**src/verilog/ctt_defs.vh**
```
/*
  Constants for the calendar counters and the time-count trim:
  register offsets, field positions, reset values and timebase counts.
  Assumes it is included by bare name from each design file.
*/
`ifndef CTT_DEFS_VH
`define CTT_DEFS_VH

// ----------------------------------------------------------------
// Register offsets
// ----------------------------------------------------------------
`define CTT_ADDR_DAY        4'h4
`define CTT_ADDR_MONTH      4'h5
`define CTT_ADDR_YEAR       4'h6
`define CTT_ADDR_TRIM       4'h7

// ----------------------------------------------------------------
// Field positions
// ----------------------------------------------------------------
`define CTT_DAY_MSB         5
`define CTT_MONTH_MSB       4
`define CTT_CENTURY_BIT     7
`define CTT_TRIM_SEL_BIT    7
`define CTT_TRIM_DIR_BIT    6
`define CTT_TRIM_MAG_MSB    5

// ----------------------------------------------------------------
// Reset values
// ----------------------------------------------------------------
`define CTT_TRIM_RST        8'h00
`define CTT_DAY_RST         6'h01
`define CTT_MONTH_RST       5'h01
`define CTT_YEAR_RST        8'h00
`define CTT_CENTURY_RST     1'b0

// ----------------------------------------------------------------
// Timebase counts
// ----------------------------------------------------------------
`define CTT_SEC_COUNTS      17'h08000
`define CTT_SEC_LAST        16'h7FFF

`endif

```
**src/verilog/ctt_trim_divider.v**
```verilog
/*
  One-second divider with time-count trim, counting oscillator ticks.
  Assumes the seconds counter outside advances on sec_tick and shows
  its new BCD value well before the next oscillator tick.
*/
`include "ctt_defs.vh"
`default_nettype none

module ctt_trim_divider (
  input  wire       clk,
  input  wire       rst,
  input  wire       osc_tick,
  input  wire       sec_restart,
  input  wire       trim_wr,
  input  wire [7:0] trim,
  input  wire [6:0] sec_bcd,
  output reg        sec_tick
);

  reg  [15:0] cnt_q;
  reg         apply_q;
  reg         wr_slot_q;

  wire [5:0]  mag      = trim[`CTT_TRIM_MAG_MSB:0];
  wire        trim_on  = |mag[`CTT_TRIM_MAG_MSB:1];
  wire [6:0]  inc_amt  = {mag - 6'h01, 1'b0};
  wire [6:0]  dec_amt  = {(~mag) + 6'h01, 1'b0};
  wire        instant  = (sec_bcd == 7'h00) ||
                         (!trim[`CTT_TRIM_SEL_BIT] &&
                          (sec_bcd == 7'h20 || sec_bcd == 7'h40));
  reg  [15:0] last_cnt;

  // ----------------------------------------------------------------
  // Terminal count of the running second
  // ----------------------------------------------------------------
  always @* begin
    if (!apply_q || !trim_on) begin
      last_cnt = `CTT_SEC_LAST;
    end else if (trim[`CTT_TRIM_DIR_BIT]) begin
      last_cnt = `CTT_SEC_LAST - {9'h000, dec_amt};
    end else begin
      last_cnt = `CTT_SEC_LAST + {9'h000, inc_amt};
    end
  end

  // ----------------------------------------------------------------
  // Divider
  // ----------------------------------------------------------------
  // Greater-or-equal so a trim write that cancels a lengthening past 7FFF still ends the second.
  always @(posedge clk or posedge rst) begin
    if (rst) begin
      cnt_q     <= 16'h0000;
      apply_q   <= 1'b0;
      wr_slot_q <= 1'b0;
      sec_tick  <= 1'b0;
    end else begin
      sec_tick <= 1'b0;
      if (sec_restart) begin
        cnt_q     <= 16'h0000;
        wr_slot_q <= trim_wr;
        apply_q   <= 1'b0;
      end else if (osc_tick && cnt_q >= last_cnt) begin
        cnt_q     <= 16'h0000;
        sec_tick  <= 1'b1;
        wr_slot_q <= trim_wr;
        apply_q   <= 1'b0;
      end else if (osc_tick) begin
        cnt_q <= cnt_q + 16'h0001;
        if (trim_wr) begin
          wr_slot_q <= 1'b1;
        end
        // Seconds value has settled by the first tick of the new second
        if (cnt_q == 16'h0000) begin
          apply_q <= instant && !wr_slot_q && !trim_wr;
        end else if (trim_wr) begin
          apply_q <= 1'b0;
        end
      end else if (trim_wr) begin
        wr_slot_q <= 1'b1;
        apply_q   <= 1'b0;
      end
    end
  end

endmodule // ctt_trim_divider

`default_nettype wire

```
**src/verilog/ctt_calendar.v**
```verilog
/*
  Calendar section of the real-time clock: day-of-month, month with
  century flag, year, and the time-count trim register, with the
  one-second timebase driven from the 32.768 kHz oscillator pin.
  Assumes the serial port engine and hour counter run on CLK and
  present register accesses and the hour carry as one-cycle strobes.
*/
`include "ctt_defs.vh"
`default_nettype none

module ctt_calendar (
  input  wire       CLK,
  input  wire       RST,
  input  wire       OSC_32K,
  input  wire       HOUR_CARRY,
  input  wire       SEC_WRITE,
  input  wire [6:0] SEC_BCD,
  input  wire [3:0] REG_ADDR,
  input  wire       REG_WR,
  input  wire [7:0] REG_WDATA,
  output reg  [7:0] REG_RDATA,
  output wire       SEC_TICK,
  output reg        CLK32_OUT,
  output reg        DAY_CARRY,
  output reg  [5:0] DAY_BCD,
  output reg  [4:0] MONTH_BCD,
  output reg  [7:0] YEAR_BCD,
  output reg        CENTURY
);

  // ----------------------------------------------------------------
  // Declarations
  // ----------------------------------------------------------------
  reg        osc_s1_q;
  reg        osc_s2_q;
  reg        osc_s3_q;
  reg  [7:0] trim_q;
  wire       osc_tick;
  wire       wr_day;
  wire       wr_month;
  wire       wr_year;
  wire       wr_trim;
  wire       leap;
  wire [5:0] month_end;
  wire       day_wrap;
  wire       month_wrap;
  wire       year_wrap;
  wire [5:0] day_nx;
  wire [4:0] month_nx;
  wire [7:0] year_nx;
  reg  [7:0] rdata_d;

  // ----------------------------------------------------------------
  // BCD helpers
  // ----------------------------------------------------------------
  function is_leap;
    input [7:0] y;
    begin
      // Odd tens digit: units 2 or 6; even tens: units 0, 4 or 8
      if (y[4]) begin
        is_leap = (y[3:0] == 4'h2) || (y[3:0] == 4'h6);
      end else begin
        is_leap = (y[3:0] == 4'h0) || (y[3:0] == 4'h4) ||
                  (y[3:0] == 4'h8);
      end
    end
  endfunction

  function [5:0] last_day;
    input [4:0] mo;
    input       lp;
    begin
      case (mo)
        5'h02: begin
          last_day = lp ? 6'h29 : 6'h28;
        end
        5'h04, 5'h06, 5'h09, 5'h11: begin
          last_day = 6'h30;
        end
        default: begin
          last_day = 6'h31;
        end
      endcase
    end
  endfunction

  function [5:0] day_inc;
    input [5:0] d;
    begin
      if (d[3:0] == 4'h9) begin
        day_inc = {d[5:4] + 2'h1, 4'h0};
      end else begin
        day_inc = {d[5:4], d[3:0] + 4'h1};
      end
    end
  endfunction

  function [4:0] month_inc;
    input [4:0] m;
    begin
      if (m[3:0] == 4'h9) begin
        month_inc = 5'h10;
      end else begin
        month_inc = {m[4], m[3:0] + 4'h1};
      end
    end
  endfunction

  function [7:0] year_inc;
    input [7:0] y;
    begin
      if (y[3:0] != 4'h9) begin
        year_inc = {y[7:4], y[3:0] + 4'h1};
      end else if (y[7:4] == 4'h9) begin
        year_inc = 8'h00;
      end else begin
        year_inc = {y[7:4] + 4'h1, 4'h0};
      end
    end
  endfunction

  // ----------------------------------------------------------------
  // Oscillator pin: synchroniser and edge
  // ----------------------------------------------------------------
  // Only the second stage and beyond feed logic.
  always @(posedge CLK or posedge RST) begin
    if (RST) begin
      osc_s1_q  <= 1'b0;
      osc_s2_q  <= 1'b0;
      osc_s3_q  <= 1'b0;
      CLK32_OUT <= 1'b0;
    end else begin
      osc_s1_q  <= OSC_32K;
      osc_s2_q  <= osc_s1_q;
      osc_s3_q  <= osc_s2_q;
      // Taken before the divider, so trim cannot touch it
      CLK32_OUT <= osc_s2_q;
    end
  end

  assign osc_tick = osc_s2_q && !osc_s3_q;

  // ----------------------------------------------------------------
  // Register decode
  // ----------------------------------------------------------------
  assign wr_day   = REG_WR && (REG_ADDR == `CTT_ADDR_DAY);
  assign wr_month = REG_WR && (REG_ADDR == `CTT_ADDR_MONTH);
  assign wr_year  = REG_WR && (REG_ADDR == `CTT_ADDR_YEAR);
  assign wr_trim  = REG_WR && (REG_ADDR == `CTT_ADDR_TRIM);

  // ----------------------------------------------------------------
  // Carry chain
  // ----------------------------------------------------------------
  // Invalid written dates carry unpredictably; host keeps them valid.
  assign leap       = is_leap(YEAR_BCD);
  assign month_end  = last_day(MONTH_BCD, leap);
  assign day_wrap   = (DAY_BCD == month_end);
  assign month_wrap = (MONTH_BCD == 5'h12);
  assign year_wrap  = (YEAR_BCD == 8'h99);
  assign day_nx     = day_wrap ? `CTT_DAY_RST : day_inc(DAY_BCD);
  assign month_nx   = month_wrap ? `CTT_MONTH_RST :
                      month_inc(MONTH_BCD);
  assign year_nx    = year_inc(YEAR_BCD);

  // ----------------------------------------------------------------
  // Calendar and trim registers
  // ----------------------------------------------------------------
  // All carries land on the same edge; a host write in that cycle
  // overrides the carried value of the register it targets.
  always @(posedge CLK or posedge RST) begin
    if (RST) begin
      DAY_BCD   <= `CTT_DAY_RST;
      MONTH_BCD <= `CTT_MONTH_RST;
      YEAR_BCD  <= `CTT_YEAR_RST;
      CENTURY   <= `CTT_CENTURY_RST;
      trim_q    <= `CTT_TRIM_RST;
      DAY_CARRY <= 1'b0;
    end else begin
      DAY_CARRY <= HOUR_CARRY;
      if (HOUR_CARRY) begin
        DAY_BCD <= day_nx;
        if (day_wrap) begin
          MONTH_BCD <= month_nx;
          if (month_wrap) begin
            YEAR_BCD <= year_nx;
            if (year_wrap) begin
              CENTURY <= !CENTURY;
            end
          end
        end
      end
      if (wr_day) begin
        DAY_BCD <= REG_WDATA[`CTT_DAY_MSB:0];
      end
      if (wr_month) begin
        MONTH_BCD <= REG_WDATA[`CTT_MONTH_MSB:0];
        CENTURY   <= REG_WDATA[`CTT_CENTURY_BIT];
      end
      if (wr_year) begin
        YEAR_BCD <= REG_WDATA;
      end
      if (wr_trim) begin
        trim_q <= REG_WDATA;
      end
    end
  end

  // ----------------------------------------------------------------
  // Read data
  // ----------------------------------------------------------------
  always @* begin
    case (REG_ADDR)
      `CTT_ADDR_DAY: begin
        rdata_d = {2'b00, DAY_BCD};
      end
      `CTT_ADDR_MONTH: begin
        rdata_d = {CENTURY, 2'b00, MONTH_BCD};
      end
      `CTT_ADDR_YEAR: begin
        rdata_d = YEAR_BCD;
      end
      `CTT_ADDR_TRIM: begin
        rdata_d = trim_q;
      end
      default: begin
        rdata_d = 8'h00;
      end
    endcase
  end

  always @(posedge CLK or posedge RST) begin
    if (RST) begin
      REG_RDATA <= 8'h00;
    end else begin
      REG_RDATA <= rdata_d;
    end
  end

  // ----------------------------------------------------------------
  // Timebase
  // ----------------------------------------------------------------
  ctt_trim_divider u_div (
    .clk         (CLK),
    .rst         (RST),
    .osc_tick    (osc_tick),
    .sec_restart (SEC_WRITE),
    .trim_wr     (wr_trim),
    .trim        (trim_q),
    .sec_bcd     (SEC_BCD),
    .sec_tick    (SEC_TICK)
  );

endmodule // ctt_calendar

`default_nettype wire

```
**config.mk**
```make
export PLATFORM = sky130hd
export DESIGN_NAME = ctt_calendar
export DESIGN_NICKNAME = d
export VERILOG_FILES = /design/src/verilog/ctt_trim_divider.v /design/src/verilog/ctt_calendar.v
export VERILOG_INCLUDE_DIRS = /design/src /design/src/verilog
export SDC_FILE = /design/constraint.sdc
export NUM_CORES = 1
export LEC_CHECK = 0
export ABC_AREA = 1
export BUFFER_PORTS_ARGS = -buffer_cell sky130_fd_sc_hd__buf_2
export CELL_PAD_IN_SITES_DETAIL_PLACEMENT = 1
export CELL_PAD_IN_SITES_GLOBAL_PLACEMENT = 1
export CORE_UTILIZATION = 46
export CTS_CLUSTER_SIZE = 16
export DETAILED_ROUTE_END_ITERATION = 7
export PLACE_DENSITY_LB_ADDON = 0.1
export SLEW_MARGIN = 20
export SYNTH_ARGS = -nofsm -noshare
export SYNTH_HDL_FRONTEND = slang
export SYNTH_HIERARCHICAL = 1
export SYNTH_SLANG_ARGS = --single-unit
```
**constraint.sdc**
```tcl
create_clock -name CLK -period 4.36 [get_ports CLK]
set_clock_uncertainty 0.05 [all_clocks]
set_input_delay 0.218 -clock CLK [delete_from_list [all_inputs] [get_ports CLK]]
set_output_delay 0.218 -clock CLK [all_outputs]
set_load 0.005 [all_outputs]
```
Word level (Yosys, flattened, before mapping):

Index checks and enable logic that the tools add are counted.

* input bits: 25
* output and inout bits: 31
* logic and storage cells: 136
* register bits after elaboration: 59

* mux-type cells: 39
* reduce and logical (&&, ||, !) cells: 45
* order comparisons: 1
* add/subtract/negate cells: 10
* eq/ne operators: 23
* bitwise logic cells: 1

Operators by type and width (number)
* 2-to-1 mux 16 bit: 5
* 2-to-1 mux 8 bit: 6
* one-hot mux 8 bit (4 select lines): 1
* 2-to-1 mux 5 bit: 5
* equality test 4 x 3 -> 1 bit (second input constant): 6
* 2-to-1 mux 6 bit: 4
* 2-to-1 mux 1 bit: 17
* adder 15 x 7 -> 16 bit (first input constant): 1
* adder 16 x 1 -> 16 bit (second input constant): 1
* adder 4 x 1 -> 4 bit (second input constant): 4
* equality test 4 bit (second input constant): 4
* greater-or-equal comparator 16 bit: 1
* logical NOT 16 bit: 1
* nonzero test 2 bit: 8
* subtractor 15 x 7 -> 16 bit (first input constant): 1
* nonzero test 3 bit: 4
* equality test 5 x 3 -> 1 bit (second input constant): 2
* equality test 5 bit (second input constant): 2
* one-hot mux 5 bit (2 select lines): 1
* logical AND 1 bit: 9
* equality test 8 bit (second input constant): 1
* AND reduction 4 bit: 2
* equality test 7 x 6 -> 1 bit (second input constant): 1
* equality test 7 bit (second input constant): 1
* other kinds (18): 31

Depth between registers and ports, before layout:

* depth in word-level cells: 10
* gate-level depth with buffers: 21
* depth with buffers taken out: 20

Hierarchy:

Netlist, hierarchy kept.

Modules (own cells, without submodules)
* ctt_calendar: cells an instance 292, times used 1, area each 2309.7 um2, sequential area each 1003.5 um2
* ctt_trim_divider: cells an instance 255, times used 1, area each 1823.0 um2, sequential area each 475.5 um2

Worst setup path after synthesis:

Ideal clock, no wire load.

* kind: register to register
* from: reg trim_q[0]
* to: reg u_div.cnt_q[5]
* setup slack: 1.496 ns
* stages on the path, launching flop included: 20
* clock period less this slack: 2.864 ns
* data arrival time: 2.693 ns
* library setup time: 0.121 ns
* path buffers: 1
* data required time: 4.189 ns
* path through: dfrtp_1 -> inv_1 -> ha_1 -> xnor2_1 -> nand4_1 -> nor2_1 -> ha_1 -> o21ai_0 -> a21oi_1 -> ha_1 -> nand2_1 -> a21oi_1 -> nor2_1 -> nand2_1 -> nand2_1 -> nand2_1 -> nand2_2 -> nand2_2 -> buf_6 -> nor2_1

* word-level cells in the longest chain between the ends: 9
* elaborated cells between the ends (all ways): 12
* classes of those cells: 4 x add/sub; 1 x order compare; 4 x mux; 1 x bitwise; 2 x reduce/logical

RTL lines
* start, declared: RTL line ctt_calendar.v:37 `reg [7:0] trim_q;`
* start signal, assigned: RTL line ctt_calendar.v:176 `` trim_q <= `CTT_TRIM_RST; ``
* NOT 6 bit: RTL line ctt_trim_divider.v:27 `wire [6:0] dec_amt = {(~mag) + 6'h01, 1'b0};`
* adder 6 x 1 -> 6 bit: RTL line ctt_trim_divider.v:27
* subtractor 15 x 7 -> 16 bit (no line)
* 2-to-1 mux 16 bit *: RTL line ctt_trim_divider.v:39 `` end else if (trim[`CTT_TRIM_DIR_BIT]) begin ``
* 2-to-1 mux 16 bit *: RTL line ctt_trim_divider.v:37 `if (!apply_q || !trim_on) begin`
* greater-or-equal comparator 16 bit *: RTL line ctt_trim_divider.v:62 `end else if (osc_tick && cnt_q >= last_cnt) begin`
* logical AND 1 bit *: RTL line ctt_trim_divider.v:62
* 2-to-1 mux 16 bit: RTL line ctt_trim_divider.v:62
* 2-to-1 mux 16 bit: RTL line ctt_trim_divider.v:58 `if (sec_restart) begin`
* end signal, assigned: RTL line ctt_trim_divider.v:68 `cnt_q <= cnt_q + 16'h0001;`
* end, declared: RTL line ctt_trim_divider.v:20 `reg [15:0] cnt_q;`

Mark *: on every way between the ends. The rest lies on a longest branch, timed or not.
A chain may end at the register's enable or synchronous reset.

Worst setup path after layout:

* from: reg trim_q[0]
* to: reg u_div.cnt_q[13]

Same word-level chain as after synthesis.

==> impl_results.md <==
* Outcome: complete, no violations
* Pleak at 2.446 nW
* Sequential share of power at 38.8%
* Layout area overhead at 15.80%
* H-tree levels at 3
* R2R Path Start: trim_q[0]
* Worst path slowest cell: dfrtp_1
* Vias at 3924
* Iteration-0 DRC count of the detailed router at 115
* Synth async-reset ratio at 100.0%
* Detailed Place HPWL at 9.498 mm
* Combinational share of power at 30.1%
* CP required at 4.53 ns
* Crit path largest cell delay at 0.49 ns
* Setup TNS Final at 0 ns
* Remaining antenna violation count after routing at 0
* Multi-input logic area at 2316 µm²
* Fin area at 4786 µm²
* Chip Height at 96.79 µm
* CP Launch Type: register
* CP arrival at 3.61 ns
* Switching share of power at 38.24%
* CTS Root Cell: clkbuf_8
* Reg-to-Reg End: u_div/cnt_q[13]
* PortBufs at 55
* Worst hold stages at 3
* Core area at 8721 µm²
* Starting Density at 47.39%
* VDD IR max at 0.2231 mV
* Die ar. at 9367 µm²
* DIE WIDTH at 96.79 µm
* Fillers at 1149
* Endpoint, Worst Hold: trim_q[6]
* Placed Area at 4521 µm²
* Worst setup path class: reg2reg
* Layout cells sized above 1 at 19.09%
* Hold Violations, Final at 0
* Remaining DRCs at 0
* Yosys reg bits at 59
* Slew headroom at 48.14%
* Tot Pwr at 1.879 mW
* Gr usage total at 27.51%
* Clk sinks at 59
* Routability Congestion at 0.9109
* Number of buffers created by CTS at 9
* Final global-route overflow total at 0
* Sw power at 0.7185 mW
* Tcrit/Tclk final at 78.74%
* Synth unique cells at 40
* Post-synth EDFFs at 0
* Sequential area share after synthesis at 35.79%
* Hold Path Origin: REG_WDATA[6]
* Yosys warns at 6
* Number of inserted diodes at 0
* Most common flop cell mapped by yosys: dfrtp_1
* HP Class: in2reg
* Gate Count Post-Synth at 547
* Clk network pwr share at 31.1%
* RSZ-0062 raised after global routing: false
* First-pass GRT wire length at 20.28 mm
* CP cell instances: inv_1 -> ha_1 -> xnor2_1 -> nand4_1 -> nor2_1 -> ha_1 -> o21ai_0 -> a21oi_1 -> ha_1 -> nand2_1 -> a21oi_1 -> nor2_1 -> nand2_1 -> nand2_1 -> nand2_1 -> nand2_2 -> nand2_2 -> nor2_1
* TritonCTS clock tree: done
* Reg2reg path depth at 18
* Vias per Instance at 5.405
* Nets@finish at 664
* Peak fanout along the critical path at 16
* Clock Latency Late Sink at 0.35 ns
* Syn Nets at 598
* Row count at 34
* Total routed wirelength at 12.11 mm
* Sequential Area at 1479 µm²
* Final Setup Violations at 0
* Io pins at 56
* Initial antenna violation count at 0
* # Max-Cap Violations at 0
* Most frequent CP cell: nand2_1
* Crit. End Element: register
* Clock transition at the registers of the reported paths at 0.07 ns
* Max-slew violation count at 0
* Synth Cell Area at 4133 µm²
* Largest net degree at the start of global routing at 41
* Crit path time final at 3.433 ns
* Vias in the first global route at 4146
* Fmax at 291.3 MHz
* Routed WL per cell at 16.68 µm
* Worst slew pin tran at 0.7771 ns
* Pre-antenna DRT Iters at 5
* Post-CTS Setup Inserts at 0
* R2r setup slk at 0.93 ns
* Internal power at 1.160 mW
* PwrDens at 392.6 nW/µm²
* Syn Area/Cell at 7.555 µm²
* Max Root-Sink Buffers at 2
==> layer usage <==
layer	wire length (µm)	track usage (%)	vias to the layer above
li1	-	-	1914
met1	4946	30.45	1912
met2	6497	51.68	73
met3	350	4.769	25
met4	314	10.91	0
met5	0	0	-
==> flip-flops by register name, indices dropped and copies added (netlist names), 5 cells and up <==
name / count
DAY_BCD: 6
YEAR_BCD: 8
REG_RDATA: 8
MONTH_BCD: 5
u_div/cnt_q: 16
trim_q: 8
==> area by class of cell <==
class / instances / area share, %
clock inverters: 7 / 2.118
multi-input cells: 401 / 48.39
clock buffers: 9 / 2.588
flip-flops and latches: 59 / 30.90
repair buffers: 60 / 6.745
well taps: 108 / 2.824
inverters: 82 / 6.431
==> synth_stat cells, types with 2 or more instances <==
master    count  area [µm²]
a21o_1        2       15.01
a21oi_1      14       70.07
a221oi_1      5       43.79
a22oi_1       2       15.01
buf_2         3       15.01
dfrtp_1      57        1426
dfstp_2       2       52.55
ha_1         26       325.3
inv_1        72       270.3
inv_2         9       33.78
nand2_1     125       469.2
nand2_2       5       31.28
nand3_1      40       200.2
nand3_2       6       60.06
nand3_4       2       35.03
nand4_1      11       68.82
nor2_1       53       198.9
nor2_2        9       56.30
nor2_4        4       45.04
nor3_1       10       50.05
nor3_4        2       32.53
o21ai_0      24       120.1
o21ai_1      17       85.08
o21ai_4       2       32.53
o21bai_1      3       22.52
o22ai_1       8       50.05
xnor2_1       5       43.79
xor2_1       16       140.1
xor2_2        2       32.53
==> worst max path at each step <==
stage | from | slack (ns) | depth (start not counted) | endpoint
global placement | trim_q[0] | 1.22 | 18 | u_div/cnt_q[14]
detailed placement | trim_q[0] | 0.97 | 18 | u_div/cnt_q[13]
finish | trim_q[0] | 0.93 | 18 | u_div/cnt_q[13]
global route | trim_q[0] | 0.56 | 18 | u_div/cnt_q[13]
CTS | trim_q[0] | 0.92 | 18 | u_div/cnt_q[13]
floorplan | trim_q[0] | 1.50 | 19 | u_div/cnt_q[5]
==> what timing repair did <==
| action | CTS | global route |
|---|---|---|
| gates resized for setup | 0 | 0 |
| hold buffers | 4 | 0 |
| endpoints found under the hold margin | 60 | 0 |
==> layout by cell type (no fill, tap or decap), types with 6 or more instances in the layout <==
cell type	instances
nand2_1	125
inv_2	9
dfrtp_1	57
nand3_2	6
nor2_2	9
clkbuf_8	9
buf_2	55
o22ai_1	8
nor2_1	53
o21ai_1	17
nand4_1	11
xor2_1	16
nor3_1	10
ha_1	26
a21oi_1	14
nand3_1	40
o21ai_0	24
inv_1	72
==> worst max-delay path, delay by kind of cell (launching register included) <==
kind	cells	cell delay, ns
and+or+nand+nor	10	1.15
adders and majority gates	3	0.78
DFF	1	0.49
AOI/OAI and AO/OA	3	0.40
xor gates and xnor gates	1	0.28
buffers and inverters	1	0.13
==> power groups by stage <==
stage	logic [mW]	registers, mW	clock network (mW)
finish	0.566	0.729	0.584
global route	0.638	0.741	0.615
CTS	0.568	0.728	0.595
detailed placement	0.559	0.737	0
global placement	0.535	0.734	0
floorplan	0.384	0.716	0
==> stage by stage <==
stage / instances / utilization [%] / setup slack [ns] / hold WS, ns
finish: 726 / 54.88 / 0.9268 / 0.06998
global route: 726 / 54.88 / 0.5635 / 0.08898
CTS: 726 / 54.88 / 0.9178 / 0.06482
detailed placement: 706 / 51.84 / 0.9716 / 0.2779
global placement: 706 / 51.84 / 1.216 / 0.2792
floorplan: 547 / - / 1.496 / 0.1191
==> kinds of logic (layout without fill, tap and decap cells) <==
logic type	after synthesis	count (layout)	synth area share (%)
xor gates and xnor gates	23	23	5.237
AOI/OAI and AO/OA	80	80	11.66
and+or+nand+nor	271	271	31.03
adders and majority gates	26	26	7.872
muxes	1	1	0.2422
buffers and inverters	87	158	8.174
DFF	59	59	35.79
(Power assumes the default switching activity.)
